## src/gp_timer_cfg.svh

```systemverilog
`ifndef GP_TIMER_CFG_SVH
`define GP_TIMER_CFG_SVH
// ==========================================
// register byte offsets
`define OFS_CTL0 8'h00
`define OFS_CNT0 8'h04
`define OFS_CMP0 8'h08
`define OFS_PER0 8'h0C
`define OFS_CTL1 8'h10
`define OFS_CNT1 8'h14
`define OFS_CMP1 8'h18
`define OFS_PER1 8'h1C
`define OFS_SHARED 8'h20
`define OFS_FLAGS 8'h24
`define OFS_MASK 8'h28
// ==========================================
// register indices
`define IDX_CTL 2'h0
`define IDX_CNT 2'h1
`define IDX_CMP 2'h2
`define IDX_PER 2'h3
`define IDX_SHARED 4'h8
`define IDX_FLAGS 4'h9
`define IDX_MASK 4'hA
`define IDX_NONE 4'hF
// ==========================================
// timer control fields
`define CTL_MASTER_PER 0
`define CTL_CMP_EN 1
`define CTL_RELOAD_LO 2
`define CTL_RELOAD_HI 3
`define CTL_SRC_LO 4
`define CTL_SRC_HI 5
`define CTL_RUN 6
`define CTL_SWM 7
`define CTL_PS_LO 8
`define CTL_PS_HI 10
`define CTL_MODE_LO 11
`define CTL_MODE_HI 12
`define CTL_EMU_LO 14
`define CTL_EMU_HI 15
// ==========================================
// shared control and flag fields
`define SH_DIR0 13
`define SH_DIR1 14
`define FLG_OVF 0
`define FLG_UDF 1
`define FLG_CMP 2
`define FLG_PER 3
// ==========================================
// values
`define RST_16 16'h0000
`define CNT_TOP 16'hFFFF
`define RESP_OKAY 2'h0
`define RESP_SLVERR 2'h2
`endif

```

## src/gp_timer_pkg.sv

```systemverilog
package gp_timer_pkg;
	typedef enum logic [1:0] {mode_stop, mode_updown, mode_up, mode_dir} mode_t;
	typedef enum logic [1:0] {src_int, src_ext, src_rsvd, src_quad} clk_src_t;
	typedef enum logic [1:0] {emu_halt_now, emu_halt_end, emu_run, emu_run_alt} emu_t;
	typedef enum logic [1:0] {rl_zero, rl_zero_per, rl_imm, rl_imm_alt} reload_t;
	typedef enum logic [1:0] {soc_none, soc_udf, soc_per, soc_cmp} soc_t;
endpackage
```

## src/gp_timer_pair_counter.sv

```systemverilog
`include "gp_timer_cfg.svh"
module gp_timer_pair_counter (
	input wire logic aclk,
	input wire logic aresetn,
	input wire logic [7:0] awaddr,
	input wire logic awvalid,
	output logic awready,
	input wire logic [31:0] wdata,
	input wire logic [3:0] wstrb,
	input wire logic wvalid,
	output logic wready,
	output logic [1:0] bresp,
	output logic bvalid,
	input wire logic bready,
	input wire logic [7:0] araddr,
	input wire logic arvalid,
	output logic arready,
	output logic [31:0] rdata,
	output logic [1:0] rresp,
	output logic rvalid,
	input wire logic rready,
	input wire logic direction_pin,
	input wire logic external_tick_pin,
	input wire logic quad_tick,
	input wire logic quad_dir,
	input wire logic emu_suspend,
	output logic adc_start_master,
	output logic adc_start_slave,
	output logic irq_master,
	output logic irq_slave
);
	// ==========================================
	// helpers
	function automatic logic [3:0] reg_index(input logic [7:0] a);
		if (a == `OFS_CTL0) reg_index = {2'h0, `IDX_CTL};
		else if (a == `OFS_CNT0) reg_index = {2'h0, `IDX_CNT};
		else if (a == `OFS_CMP0) reg_index = {2'h0, `IDX_CMP};
		else if (a == `OFS_PER0) reg_index = {2'h0, `IDX_PER};
		else if (a == `OFS_CTL1) reg_index = {2'h1, `IDX_CTL};
		else if (a == `OFS_CNT1) reg_index = {2'h1, `IDX_CNT};
		else if (a == `OFS_CMP1) reg_index = {2'h1, `IDX_CMP};
		else if (a == `OFS_PER1) reg_index = {2'h1, `IDX_PER};
		else if (a == `OFS_SHARED) reg_index = `IDX_SHARED;
		else if (a == `OFS_FLAGS) reg_index = `IDX_FLAGS;
		else if (a == `OFS_MASK) reg_index = `IDX_MASK;
		else reg_index = `IDX_NONE;
	endfunction

	function automatic logic [15:0] merge(input logic [15:0] old, input logic [31:0] d, input logic [3:0] s);
		merge = {s[1] ? d[15:8] : old[15:8], s[0] ? d[7:0] : old[7:0]};
	endfunction

	function automatic logic [6:0] ps_limit(input logic [2:0] ps);
		ps_limit = 7'((8'h01 << ps) - 8'h01);
	endfunction

	// next {up/down direction, count} for one tick
	function automatic logic [16:0] step(input gp_timer_pkg::mode_t m, input logic [15:0] c,
		input logic [15:0] p, input logic dl, input logic ud);
		step = {ud, c};
		case (m)
			gp_timer_pkg::mode_up:
				step = {ud, (c == p) ? 16'h0000 : c + 16'h0001};
			gp_timer_pkg::mode_dir:
				if (dl)
					step = {ud, (c == p) ? 16'h0000 : c + 16'h0001};
				else
					step = {ud, (c == 16'h0000) ? p : c - 16'h0001};
			gp_timer_pkg::mode_updown:
				if (ud)
				begin
					if (c == `CNT_TOP) step = {1'b1, 16'h0000};
					else if (c == p) step = {1'b0, (c == 16'h0000) ? c : c - 16'h0001};
					else step = {1'b1, c + 16'h0001};
				end
				else
				begin
					if (c == 16'h0000) step = {1'b1, (p == 16'h0000) ? c : c + 16'h0001};
					else step = {1'b0, c - 16'h0001};
				end
			default:
				step = {ud, c};
		endcase
	endfunction

	// ==========================================
	// bus slave
	logic aw_hold_r, w_hold_r, bvalid_r, rvalid_r;
	logic [7:0] awaddr_r;
	logic [31:0] wdata_r, rdata_r;
	logic [3:0] wstrb_r, wr_idx;
	logic [1:0] bresp_r, rresp_r;
	logic wr_fire;
	logic [15:0] rd_val;
	logic [3:0] rd_idx;

	assign awready = !aw_hold_r;
	assign wready = !w_hold_r;
	assign bvalid = bvalid_r;
	assign bresp = bresp_r;
	assign arready = !rvalid_r;
	assign rvalid = rvalid_r;
	assign rdata = rdata_r;
	assign rresp = rresp_r;
	assign wr_fire = aw_hold_r && w_hold_r && !bvalid_r;
	assign wr_idx = reg_index(awaddr_r);
	assign rd_idx = reg_index(araddr);

	always_ff @(posedge aclk)
	begin
		if (!aresetn)
		begin
			aw_hold_r <= 1'b0;
			awaddr_r <= 8'h00;
		end
		else if (awvalid && !aw_hold_r)
		begin
			aw_hold_r <= 1'b1;
			awaddr_r <= awaddr;
		end
		else if (wr_fire)
			aw_hold_r <= 1'b0;
	end

	always_ff @(posedge aclk)
	begin
		if (!aresetn)
		begin
			w_hold_r <= 1'b0;
			wdata_r <= 32'h00000000;
			wstrb_r <= 4'h0;
		end
		else if (wvalid && !w_hold_r)
		begin
			w_hold_r <= 1'b1;
			wdata_r <= wdata;
			wstrb_r <= wstrb;
		end
		else if (wr_fire)
			w_hold_r <= 1'b0;
	end

	always_ff @(posedge aclk)
	begin
		if (!aresetn)
		begin
			bvalid_r <= 1'b0;
			bresp_r <= `RESP_OKAY;
		end
		else if (wr_fire)
		begin
			bvalid_r <= 1'b1;
			bresp_r <= (wr_idx == `IDX_NONE) ? `RESP_SLVERR : `RESP_OKAY;
		end
		else if (bready)
			bvalid_r <= 1'b0;
	end

	always_ff @(posedge aclk)
	begin
		if (!aresetn)
		begin
			rvalid_r <= 1'b0;
			rdata_r <= 32'h00000000;
			rresp_r <= `RESP_OKAY;
		end
		else if (arvalid && !rvalid_r)
		begin
			rvalid_r <= 1'b1;
			rdata_r <= {16'h0000, rd_val};
			rresp_r <= (rd_idx == `IDX_NONE) ? `RESP_SLVERR : `RESP_OKAY;
		end
		else if (rready)
			rvalid_r <= 1'b0;
	end

	// ==========================================
	// registers
	logic [15:0] ctl_r [0:1];
	logic [15:0] cnt_r [0:1];
	logic [15:0] cmp_sh_r [0:1];
	logic [15:0] cmp_act_r [0:1];
	logic [15:0] per_sh_r [0:1];
	logic [15:0] per_act_r [0:1];
	logic [3:0] soc_sel_r;
	logic [7:0] flag_r, mask_r, flag_set;
	logic [1:0] dir_stat;

	always_ff @(posedge aclk)
	begin
		if (!aresetn)
		begin
			for (int t = 0; t < 2; t++)
			begin
				ctl_r[t] <= `RST_16;
				cmp_sh_r[t] <= `RST_16;
				per_sh_r[t] <= `RST_16;
			end
			soc_sel_r <= 4'h0;
			mask_r <= 8'h00;
		end
		else if (wr_fire)
		begin
			for (int t = 0; t < 2; t++)
			begin
				if (wr_idx == {2'(t), `IDX_CTL}) ctl_r[t] <= merge(ctl_r[t], wdata_r, wstrb_r);
				if (wr_idx == {2'(t), `IDX_CMP}) cmp_sh_r[t] <= merge(cmp_sh_r[t], wdata_r, wstrb_r);
				if (wr_idx == {2'(t), `IDX_PER}) per_sh_r[t] <= merge(per_sh_r[t], wdata_r, wstrb_r);
			end
			if (wr_idx == `IDX_SHARED && wstrb_r[0]) soc_sel_r <= wdata_r[3:0];
			if (wr_idx == `IDX_MASK && wstrb_r[0]) mask_r <= wdata_r[7:0];
		end
	end

	always_comb
	begin
		rd_val = 16'h0000;
		if (rd_idx == `IDX_SHARED) rd_val = {1'b0, dir_stat[1], dir_stat[0], 9'h000, soc_sel_r};
		else if (rd_idx == `IDX_FLAGS) rd_val = {8'h00, flag_r};
		else if (rd_idx == `IDX_MASK) rd_val = {8'h00, mask_r};
		else if (rd_idx != `IDX_NONE)
		begin
			case (rd_idx[1:0])
				`IDX_CTL: rd_val = ctl_r[rd_idx[2]];
				`IDX_CNT: rd_val = cnt_r[rd_idx[2]];
				`IDX_CMP: rd_val = cmp_sh_r[rd_idx[2]];
				default: rd_val = per_sh_r[rd_idx[2]];
			endcase
		end
	end

	// ==========================================
	// tick generation
	gp_timer_pkg::mode_t mode [0:1];
	gp_timer_pkg::clk_src_t src [0:1];
	gp_timer_pkg::emu_t emu [0:1];
	logic [1:0] run_eff, go, base, tick, quad_sel, halt, start, cnt_wr, dir_in, cmp_en;
	logic [1:0] run_q_r, arrive_r, dl_r, ud_r, ext_q_r, ext_edge, soc_r;
	logic [6:0] ps_cnt_r [0:1];
	logic [15:0] per_use [0:1];
	logic [16:0] nxt [0:1];
	logic [3:0] ev [0:1];

	assign run_eff[0] = ctl_r[0][`CTL_RUN];
	assign run_eff[1] = ctl_r[1][`CTL_RUN] || (ctl_r[1][`CTL_SWM] && ctl_r[0][`CTL_RUN]);
	assign per_use[0] = per_act_r[0];
	assign per_use[1] = ctl_r[1][`CTL_MASTER_PER] ? per_act_r[0] : per_act_r[1];

	always_comb
	begin
		for (int t = 0; t < 2; t++)
		begin
			mode[t] = gp_timer_pkg::mode_t'(ctl_r[t][`CTL_MODE_HI:`CTL_MODE_LO]);
			src[t] = gp_timer_pkg::clk_src_t'(ctl_r[t][`CTL_SRC_HI:`CTL_SRC_LO]);
			emu[t] = gp_timer_pkg::emu_t'(ctl_r[t][`CTL_EMU_HI:`CTL_EMU_LO]);
			cmp_en[t] = ctl_r[t][`CTL_CMP_EN];
			ext_edge[t] = external_tick_pin && !ext_q_r[t];
			quad_sel[t] = (t == 1) && src[t] == gp_timer_pkg::src_quad && mode[t] == gp_timer_pkg::mode_dir;
			halt[t] = emu_suspend && (emu[t] == gp_timer_pkg::emu_halt_now
				|| (emu[t] == gp_timer_pkg::emu_halt_end && cnt_r[t] == 16'h0000));
			go[t] = run_eff[t] && mode[t] != gp_timer_pkg::mode_stop && !halt[t];
			if (quad_sel[t]) base[t] = quad_tick;
			else if (src[t] == gp_timer_pkg::src_ext) base[t] = ext_edge[t];
			else base[t] = 1'b1;
			tick[t] = go[t] && base[t] && (quad_sel[t] || ps_cnt_r[t] == ps_limit(ctl_r[t][`CTL_PS_HI:`CTL_PS_LO]));
			dir_in[t] = quad_sel[t] ? quad_dir : direction_pin;
			start[t] = run_eff[t] && !run_q_r[t];
			cnt_wr[t] = wr_fire && wr_idx == {2'(t), `IDX_CNT};
			nxt[t] = step(mode[t], cnt_r[t], per_use[t], dl_r[t], ud_r[t]);
			if (mode[t] == gp_timer_pkg::mode_up) dir_stat[t] = 1'b1;
			else if (mode[t] == gp_timer_pkg::mode_dir) dir_stat[t] = dl_r[t];
			else dir_stat[t] = ud_r[t];
			ev[t][`FLG_OVF] = arrive_r[t] && cnt_r[t] == `CNT_TOP;
			ev[t][`FLG_UDF] = arrive_r[t] && cnt_r[t] == 16'h0000;
			ev[t][`FLG_CMP] = arrive_r[t] && cmp_en[t] && cnt_r[t] == cmp_act_r[t];
			ev[t][`FLG_PER] = arrive_r[t] && cnt_r[t] == per_use[t];
		end
	end

	always_ff @(posedge aclk)
	begin
		for (int t = 0; t < 2; t++)
		begin
			if (!aresetn)
				ps_cnt_r[t] <= 7'h00;
			else if (!run_eff[t])
				ps_cnt_r[t] <= 7'h00;
			else if (go[t] && base[t] && !quad_sel[t])
				ps_cnt_r[t] <= tick[t] ? 7'h00 : ps_cnt_r[t] + 7'h01;
		end
	end

	always_ff @(posedge aclk)
	begin
		if (!aresetn)
		begin
			ext_q_r <= 2'h0;
			run_q_r <= 2'h0;
			arrive_r <= 2'h0;
		end
		else
		begin
			ext_q_r <= {2{external_tick_pin}};
			run_q_r <= run_eff;
			arrive_r <= tick | start;
		end
	end

	// ==========================================
	// counters and direction
	always_ff @(posedge aclk)
	begin
		for (int t = 0; t < 2; t++)
		begin
			if (!aresetn)
			begin
				cnt_r[t] <= `RST_16;
				ud_r[t] <= 1'b1;
				dl_r[t] <= 1'b1;
			end
			else
			begin
				if (cnt_wr[t])
					cnt_r[t] <= merge(cnt_r[t], wdata_r, wstrb_r);
				else if (tick[t])
					cnt_r[t] <= nxt[t][15:0];
				if (tick[t])
				begin
					ud_r[t] <= nxt[t][16];
					dl_r[t] <= dir_in[t];
				end
			end
		end
	end

	// ==========================================
	// period and compare reload
	always_ff @(posedge aclk)
	begin
		for (int t = 0; t < 2; t++)
		begin
			if (!aresetn)
			begin
				per_act_r[t] <= `RST_16;
				cmp_act_r[t] <= `RST_16;
			end
			else
			begin
				if (cnt_r[t] == 16'h0000)
					per_act_r[t] <= per_sh_r[t];
				case (gp_timer_pkg::reload_t'(ctl_r[t][`CTL_RELOAD_HI:`CTL_RELOAD_LO]))
					gp_timer_pkg::rl_zero:
						if (!cmp_en[t] || cnt_r[t] == 16'h0000) cmp_act_r[t] <= cmp_sh_r[t];
					gp_timer_pkg::rl_zero_per:
						if (!cmp_en[t] || cnt_r[t] == 16'h0000 || cnt_r[t] == per_use[t])
							cmp_act_r[t] <= cmp_sh_r[t];
					default:
						cmp_act_r[t] <= cmp_sh_r[t];
				endcase
			end
		end
	end

	// ==========================================
	// flags, interrupt requests and converter start
	always_comb
	begin
		flag_set = {ev[1], ev[0]};
	end

	always_ff @(posedge aclk)
	begin
		if (!aresetn)
			flag_r <= 8'h00;
		else if (wr_fire && wr_idx == `IDX_FLAGS && wstrb_r[0])
			flag_r <= (flag_r & ~wdata_r[7:0]) | flag_set;
		else
			flag_r <= flag_r | flag_set;
	end

	assign irq_master = |(flag_r[3:0] & mask_r[3:0]);
	assign irq_slave = |(flag_r[7:4] & mask_r[7:4]);

	always_ff @(posedge aclk)
	begin
		for (int t = 0; t < 2; t++)
		begin
			if (!aresetn)
				soc_r[t] <= 1'b0;
			else
			begin
				case (gp_timer_pkg::soc_t'(soc_sel_r[2 * t +: 2]))
					gp_timer_pkg::soc_udf: soc_r[t] <= ev[t][`FLG_UDF];
					gp_timer_pkg::soc_per: soc_r[t] <= ev[t][`FLG_PER];
					gp_timer_pkg::soc_cmp: soc_r[t] <= ev[t][`FLG_CMP];
					default: soc_r[t] <= 1'b0;
				endcase
			end
		end
	end

	assign adc_start_master = soc_r[0];
	assign adc_start_slave = soc_r[1];

	// ==========================================
	// checks
	a_sync_start:
	assert property (@(posedge aclk) disable iff (!aresetn)
		$rose(ctl_r[0][`CTL_RUN]) && ctl_r[1][`CTL_SWM] |-> run_eff[1] && start[0] == start[1] || run_q_r[1])
	else $error("slave did not start with master");
	a_slave_period:
	assert property (@(posedge aclk) disable iff (!aresetn)
		tick[1] && !cnt_wr[1] && ctl_r[1][`CTL_MASTER_PER] && mode[1] == gp_timer_pkg::mode_up
		&& cnt_r[1] == per_act_r[0] |=> cnt_r[1] == 16'h0000)
	else $error("slave ignored master period");
	a_hold_still:
	assert property (@(posedge aclk) disable iff (!aresetn)
		!go[0] && !cnt_wr[0] |=> $stable(cnt_r[0]))
	else $error("counter moved while held");
	a_emu_halt:
	assert property (@(posedge aclk) disable iff (!aresetn)
		emu_suspend && emu[0] == gp_timer_pkg::emu_halt_now && !cnt_wr[0] |=> $stable(cnt_r[0]))
	else $error("counter moved in suspend");
	a_prescale_clear:
	assert property (@(posedge aclk) disable iff (!aresetn)
		!run_eff[0] |=> ps_cnt_r[0] == 7'h00)
	else $error("prescaler not cleared");
	a_up_wrap:
	assert property (@(posedge aclk) disable iff (!aresetn)
		tick[0] && !cnt_wr[0] && mode[0] == gp_timer_pkg::mode_up && cnt_r[0] == per_use[0]
		|=> cnt_r[0] == 16'h0000 && ev[0][`FLG_UDF] ##1 flag_r[`FLG_UDF])
	else $error("up count did not wrap");
	a_period_flag:
	assert property (@(posedge aclk) disable iff (!aresetn)
		tick[0] && !cnt_wr[0] && nxt[0][15:0] == per_use[0] && cnt_r[0] == 16'h0000
		&& per_sh_r[0] == per_act_r[0] |=> ##1 flag_r[`FLG_PER])
	else $error("period flag late");
	a_cmp_flag:
	assert property (@(posedge aclk) disable iff (!aresetn)
		arrive_r[0] && cmp_en[0] && cnt_r[0] == cmp_act_r[0] |=> flag_r[`FLG_CMP])
	else $error("compare flag missing");
	a_ovf_flag:
	assert property (@(posedge aclk) disable iff (!aresetn)
		arrive_r[0] && cnt_r[0] == `CNT_TOP |=> flag_r[`FLG_OVF])
	else $error("overflow flag missing");
	a_soc_period:
	assert property (@(posedge aclk) disable iff (!aresetn)
		ev[0][`FLG_PER] && soc_sel_r[1:0] == 2'h2 |=> adc_start_master && flag_r[`FLG_PER])
	else $error("converter start not with flag");
	a_period_load:
	assert property (@(posedge aclk) disable iff (!aresetn)
		cnt_r[0] != 16'h0000 |=> per_act_r[0] == $past(per_act_r[0]))
	else $error("period loaded off zero");
	a_up_dir:
	assert property (@(posedge aclk) disable iff (!aresetn)
		mode[0] == gp_timer_pkg::mode_up |-> dir_stat[0])
	else $error("up mode direction not one");
endmodule // gp_timer_pair_counter

```

## config.mk

```make
export PLATFORM = sky130hd
export DESIGN_NAME = gp_timer_pair_counter
export DESIGN_NICKNAME = d
export VERILOG_FILES = /design/src/gp_timer_pkg.sv /design/src/gp_timer_pair_counter.sv
export VERILOG_INCLUDE_DIRS = /design/src
export SDC_FILE = /design/constraint.sdc
export NUM_CORES = 1
export LEC_CHECK = 0
export BUFFER_PORTS_ARGS = -buffer_cell sky130_fd_sc_hd__buf_4
export CORE_MARGIN = 10
export CORE_UTILIZATION = 50
export DETAILED_ROUTE_END_ITERATION = 12
export PLACE_DENSITY = 0.69
export SLEW_MARGIN = 20
export SYNTH_ARGS = -nofsm -noshare
export SYNTH_HDL_FRONTEND = slang
export SYNTH_SLANG_ARGS = --single-unit
```

## constraint.sdc

```tcl
create_clock -name aclk -period 4.57 [get_ports aclk]
set_input_delay 0.6855 -clock aclk [delete_from_list [all_inputs] [get_ports aclk]]
set_output_delay 0.6855 -clock aclk [all_outputs]
set_load 0.05 [all_outputs]
```

Yosys cells after proc, flatten, opt, wreduce, memory -nomap -nowiden. Memory sizes are Yosys's and may differ from the RTL's. Index checks and enable logic that the tools add are counted.

Add/subtract/negate cells: 8. Eq/ne operators: 65. Shift operators: 2. Muxes and demuxes: 189. Bitwise logic cells: 33. Reductions and logical operators: 87.

Operators by type and width (count): 16-bit 2-to-1 mux (33); 17-bit 2-to-1 mux (8); 8-bit 2-to-1 mux (17); 17-bit one-hot mux with 3 select lines (2); 1-bit 2-to-1 mux (96); 16-bit == test (4); 8-bit by 5-bit == test with 1-bit output, second input constant (8); 16-bit zero test (4); 4-bit 2-to-1 mux (16); 8-bit by 6-bit == test with 1-bit output, second input constant (6); 16-bit one-hot mux with 3 select lines (1); 7-bit 2-to-1 mux (6); 1-bit logical AND (40); 16-bit by 1-bit adder with 16-bit output, second input constant (2); 16-bit == test, second input constant (2); 4-bit == test, second input constant (8); 8-bit by 4-bit == test with 1-bit output, second input constant (4); 16-bit by 1-bit subtractor with 16-bit output, second input constant (2); 2-bit by 1-bit == test with 1-bit output, second input constant (11); 1-bit bitwise OR (22); 2-bit == test, second input constant (10); 3-bit 2-to-1 mux (6); 4-bit by 3-bit == test with 1-bit output, second input constant (4); 8-bit by 3-bit == test with 1-bit output, second input constant (2); 25 further kinds (70).

Flip-flop bits (word level): 81. Memory bits (writable): 206. Output and inout bits: 45. Word-level logic and storage cells: 412. Memories kept: 7.

Memory list: cmp_act_r (words 2, bits a word 16, read ports 2, clocked after Yosys merged registers in 0, wr ports 2, line gp_timer_pair_counter.sv:182) `logic [15:0] cmp_act_r [0:1];`; cmp_sh_r (words 2, bits a word 16, read ports 3, clocked after Yosys merged registers in 0, wr ports 2, line gp_timer_pair_counter.sv:181) `logic [15:0] cmp_sh_r [0:1];`; cnt_r (words 2, bits a word 16, read ports 3, clocked after Yosys merged registers in 0, wr ports 2, line gp_timer_pair_counter.sv:180) `logic [15:0] cnt_r [0:1];`; ctl_r (words 2, bits a word 16, read ports 3, clocked after Yosys merged registers in 0, wr ports 2, line gp_timer_pair_counter.sv:179) `logic [15:0] ctl_r [0:1];`; per_act_r (words 2, bits a word 16, read ports 2, clocked after Yosys merged registers in 0, wr ports 2, line gp_timer_pair_counter.sv:184) `logic [15:0] per_act_r [0:1];`; per_sh_r (words 2, bits a word 16, read ports 3, clocked after Yosys merged registers in 0, wr ports 2, line gp_timer_pair_counter.sv:183) `logic [15:0] per_sh_r [0:1];`; +1 memories.

Longest topological paths before layout.
Depth after elaboration: 19. Mapped depth: 13. Depth with buffers taken out: 10.

Worst setup path after synthesis. No wires, ideal clock.

Path type: reg-to-reg. Start point: memory cnt_r[0][0]. End point: memory cnt_r[0][0] (enable). Library setup time: 0.385 ns. Arrival: 2.706 ns. Required time: 4.185 ns. Path slack: 1.479 ns. Stages on the path, launching flop included: 12. Buffers on the path: 2. Period minus slack after synthesis: 3.091 ns. Path through: edfxtp_1 -> clkbuf_1 -> inv_1 -> ha_1 -> nand3_1 -> or3_1 -> buf_2 -> a21oi_1 -> nor4b_2 -> nand3_2 -> o21bai_1 -> a21boi_0.

RTL lines (line): start: declaration (gp_timer_pair_counter.sv:180).

==> results.tsv <==
metric	value	unit
p_sw_share	25.4	%
min_period_over_period	78.7	%
die_y	199	um
rsz0062_at_grt	no	
met1_usage	35.7	%
ys_types	83	
cp-end-kind	register	
postCtsSetupRepairBufs	0	
yosysSeqAreaShare	48.6	%
grt_max_degree	66	
multi_input_area	7520	um^2
grt_use_met3	6.27	%
syn_area	16000	um^2
path_cells	inv_1 -> ha_1 -> nand3_1 -> or3_1 -> a21oi_1 -> nor4b_2 -> nand3_2 -> o21bai_1 -> a21boi_0 -> buf_4	
p_int	0.00472	W
yosys_warnings	0	
path_class	reg -> reg	
drt_iter0_drc	1913	
whs	0.272	ns
synth-edff-count	206	
synth_top_flop_cell	edfxtp_1	
seqPwrFrac	47.8	%
netlist_instances	1602	
tritoncts	done	
maxSlewViolCount	0	
dieArea	39500	um^2
status	finished, final reports clean	
power.clock.fraction	43.8	%
antenna_found_initial	1	
hp-class	in -> reg	
start_kind	register	
p_switching	0.00160	W
place_hpwl	39.6	mm
port_buffers	72	
fin_util	56.7	%
vias	13364	
synth.top_cells.by_count	edfxtp_1, nand2_1, nor2_1	
fin_cells	2058	
clk_pin_slew	0.06	ns
routedWlPerCell	26.1	um
postRouteWirelength	53.8	mm
cts_hold_buf	0	
root_buffer	clkbuf_16	
die_w	199	um
numCtsBuffers	31	
finalSetupViolCount	0	
ant_nets	0	
tns	0	ns
insertion_delay	0.59	ns
area_delta_synth_final	11.9	%
postSynthAreaPerCell	9.98	um^2
slew_headroom	22.5	%
grt_pass1_vias	12876	
drtPass1Iterations	6	
cp.arrival	3.89	ns
grt_pass1_wl	80.4	mm
dp.cells	1999	
maxCapViolCount	0	
grt_busiest_layer	met2	
h-tree-depth	1	
start_util	50.7	%
clockBufferDepth	3	
ys_ff_latch	285	
drive_above_1_share	12.1	%
fmax	278	MHz
tightest_slew	1.16	ns
coreArea	31600	um^2
cp_data_required_time	4.86	ns
yosys-top-cells-area	edfxtp_1, dfxtp_1, xnor2_1, mux2i_1, nand2_1	
grt_overflow_total	0	
grt_use_met2	40.5	%
fillerInstances	2714	
place_congestion	1.06	
register_area	7770	um^2
synthArstFlopShare	0	%
min_period	3.60	ns
fin_nets	1704	
grt_use_total	27.0	%
ios	109	
finClkSkew	0.0117	ns
rows	65	
cts_sinks	285	
yosysMostFrequentCell	edfxtp_1	
finalHoldViolCount	0	
slowest_delay	0.63	ns
path_max_fanout	10	
yosys.area.top_type	edfxtp_1	
vdd_drop_max	311	uV
power_leakage	6.45	nW
cts_resized	0	
comb_power_share	8.4	%
drc	0	
synth_top_area_share	38.7	%
power.density	353	nW/um^2
slowest_stage	edfxtp_1	
via_per_inst	6.49	
==> power by group through the flow <==
stage                     Clock [W]  Combinational (W)  Sequential, W
after floorplan                   0           0.000393        0.00298
after global placement            0           0.000513        0.00306
after detailed placement          0           0.000521        0.00307
after CTS                   0.00277           0.000524        0.00301
after global routing        0.00287           0.000570        0.00303
final                       0.00277           0.000533        0.00302
==> final cells by class <==
type / instances / share of cell area [%]
antenna: 1 / 0.0140
sequential: 285 / 43.4
clock buffer: 42 / 5.03
clock inverter: 16 / 1.27
tap: 402 / 2.81
timing repair buffer: 112 / 4.77
inverter: 31 / 0.650
multi-input combinational: 1169 / 42.0
==> sequential cells by signal, indices dropped and copies added (netlist names), 2 cells and up <==
name / flops
arrive_r: 2
mask_r: 8
wstrb_r: 2
ud_r: 2
rdata: 16
dl_r: 2
soc_r: 2
wdata_r: 16
run_q_r: 2
awaddr_r: 8
cmp_sh_r: 32
per_sh_r: 32
per_act_r: 32
cnt_r: 32
flag_r: 8
ctl_r: 32
soc_sel_r: 4
ps_cnt_r: 14
cmp_act_r: 32
==> critical path, delay by kind of cell (launching register included) <==
kind,cells,cell delay (ns)
simple gates,4,1.33
compound gates,3,0.71
flops,1,0.63
buf+inv,2,0.32
fa+ha+maj,1,0.30
==> metal layers <==
metal,up-vias,share of wire [%]
li1,5880,-
met4,2,6.0
met1,6421,39
met5,-,0.024
met2,861,43
met3,200,12
==> metrics by stage <==
step                      area [um^2]  setup slack [ns]  power (W)
after floorplan                 16100              1.48    0.00338
after CTS                       17900              1.09    0.00631
after detailed placement        16800              1.11    0.00359
after global routing            17900             0.875    0.00647
final                           17900             0.972    0.00632
after global placement          16800              1.12    0.00358
==> cells by family (layout without fill, tap and decap cells) <==
logic type      Yosys count  in the layout  synth area share, %
xor+xnor                128            128                 7.01
mux                      75             75                 4.76
compound gates          353            353                 14.5
flops                   285            285                 48.6
simple gates            585            585                 19.3
other cells               1             19               0.0234
fa+ha+maj                10             10                0.782
buf+inv                 165            201                 5.05
==> cell usage in the layout, fill, tap and decap left out, drive strengths merged, types with 25 or more instances in the layout <==
cell type and count:
and2 83, xor2 38, a22oi 28, inv 33, and3 41, nand2 150, nor3 27, a21oi 102
o21ai 79, dfxtp 79, clkbuf 42, mux2i 73, nand3 36, buf 112, nor2 124, nand4 25
xnor2 90, edfxtp 206
==> final timing paths <==
kind | start | endpoint | slack (ns) | cells past startpoint
worst min-delay path | rready | rvalid | 0.27 | 2
worst max-delay path | cnt_r[0][0] | cnt_r[0][1] | 0.97 | 10
worst min register to register | rdata[8] | rdata[8] | 0.47 | 2
worst max register to register | cnt_r[0][0] | cnt_r[0][1] | 0.97 | 10
Note: power is estimated with default switching activity, not from simulation.
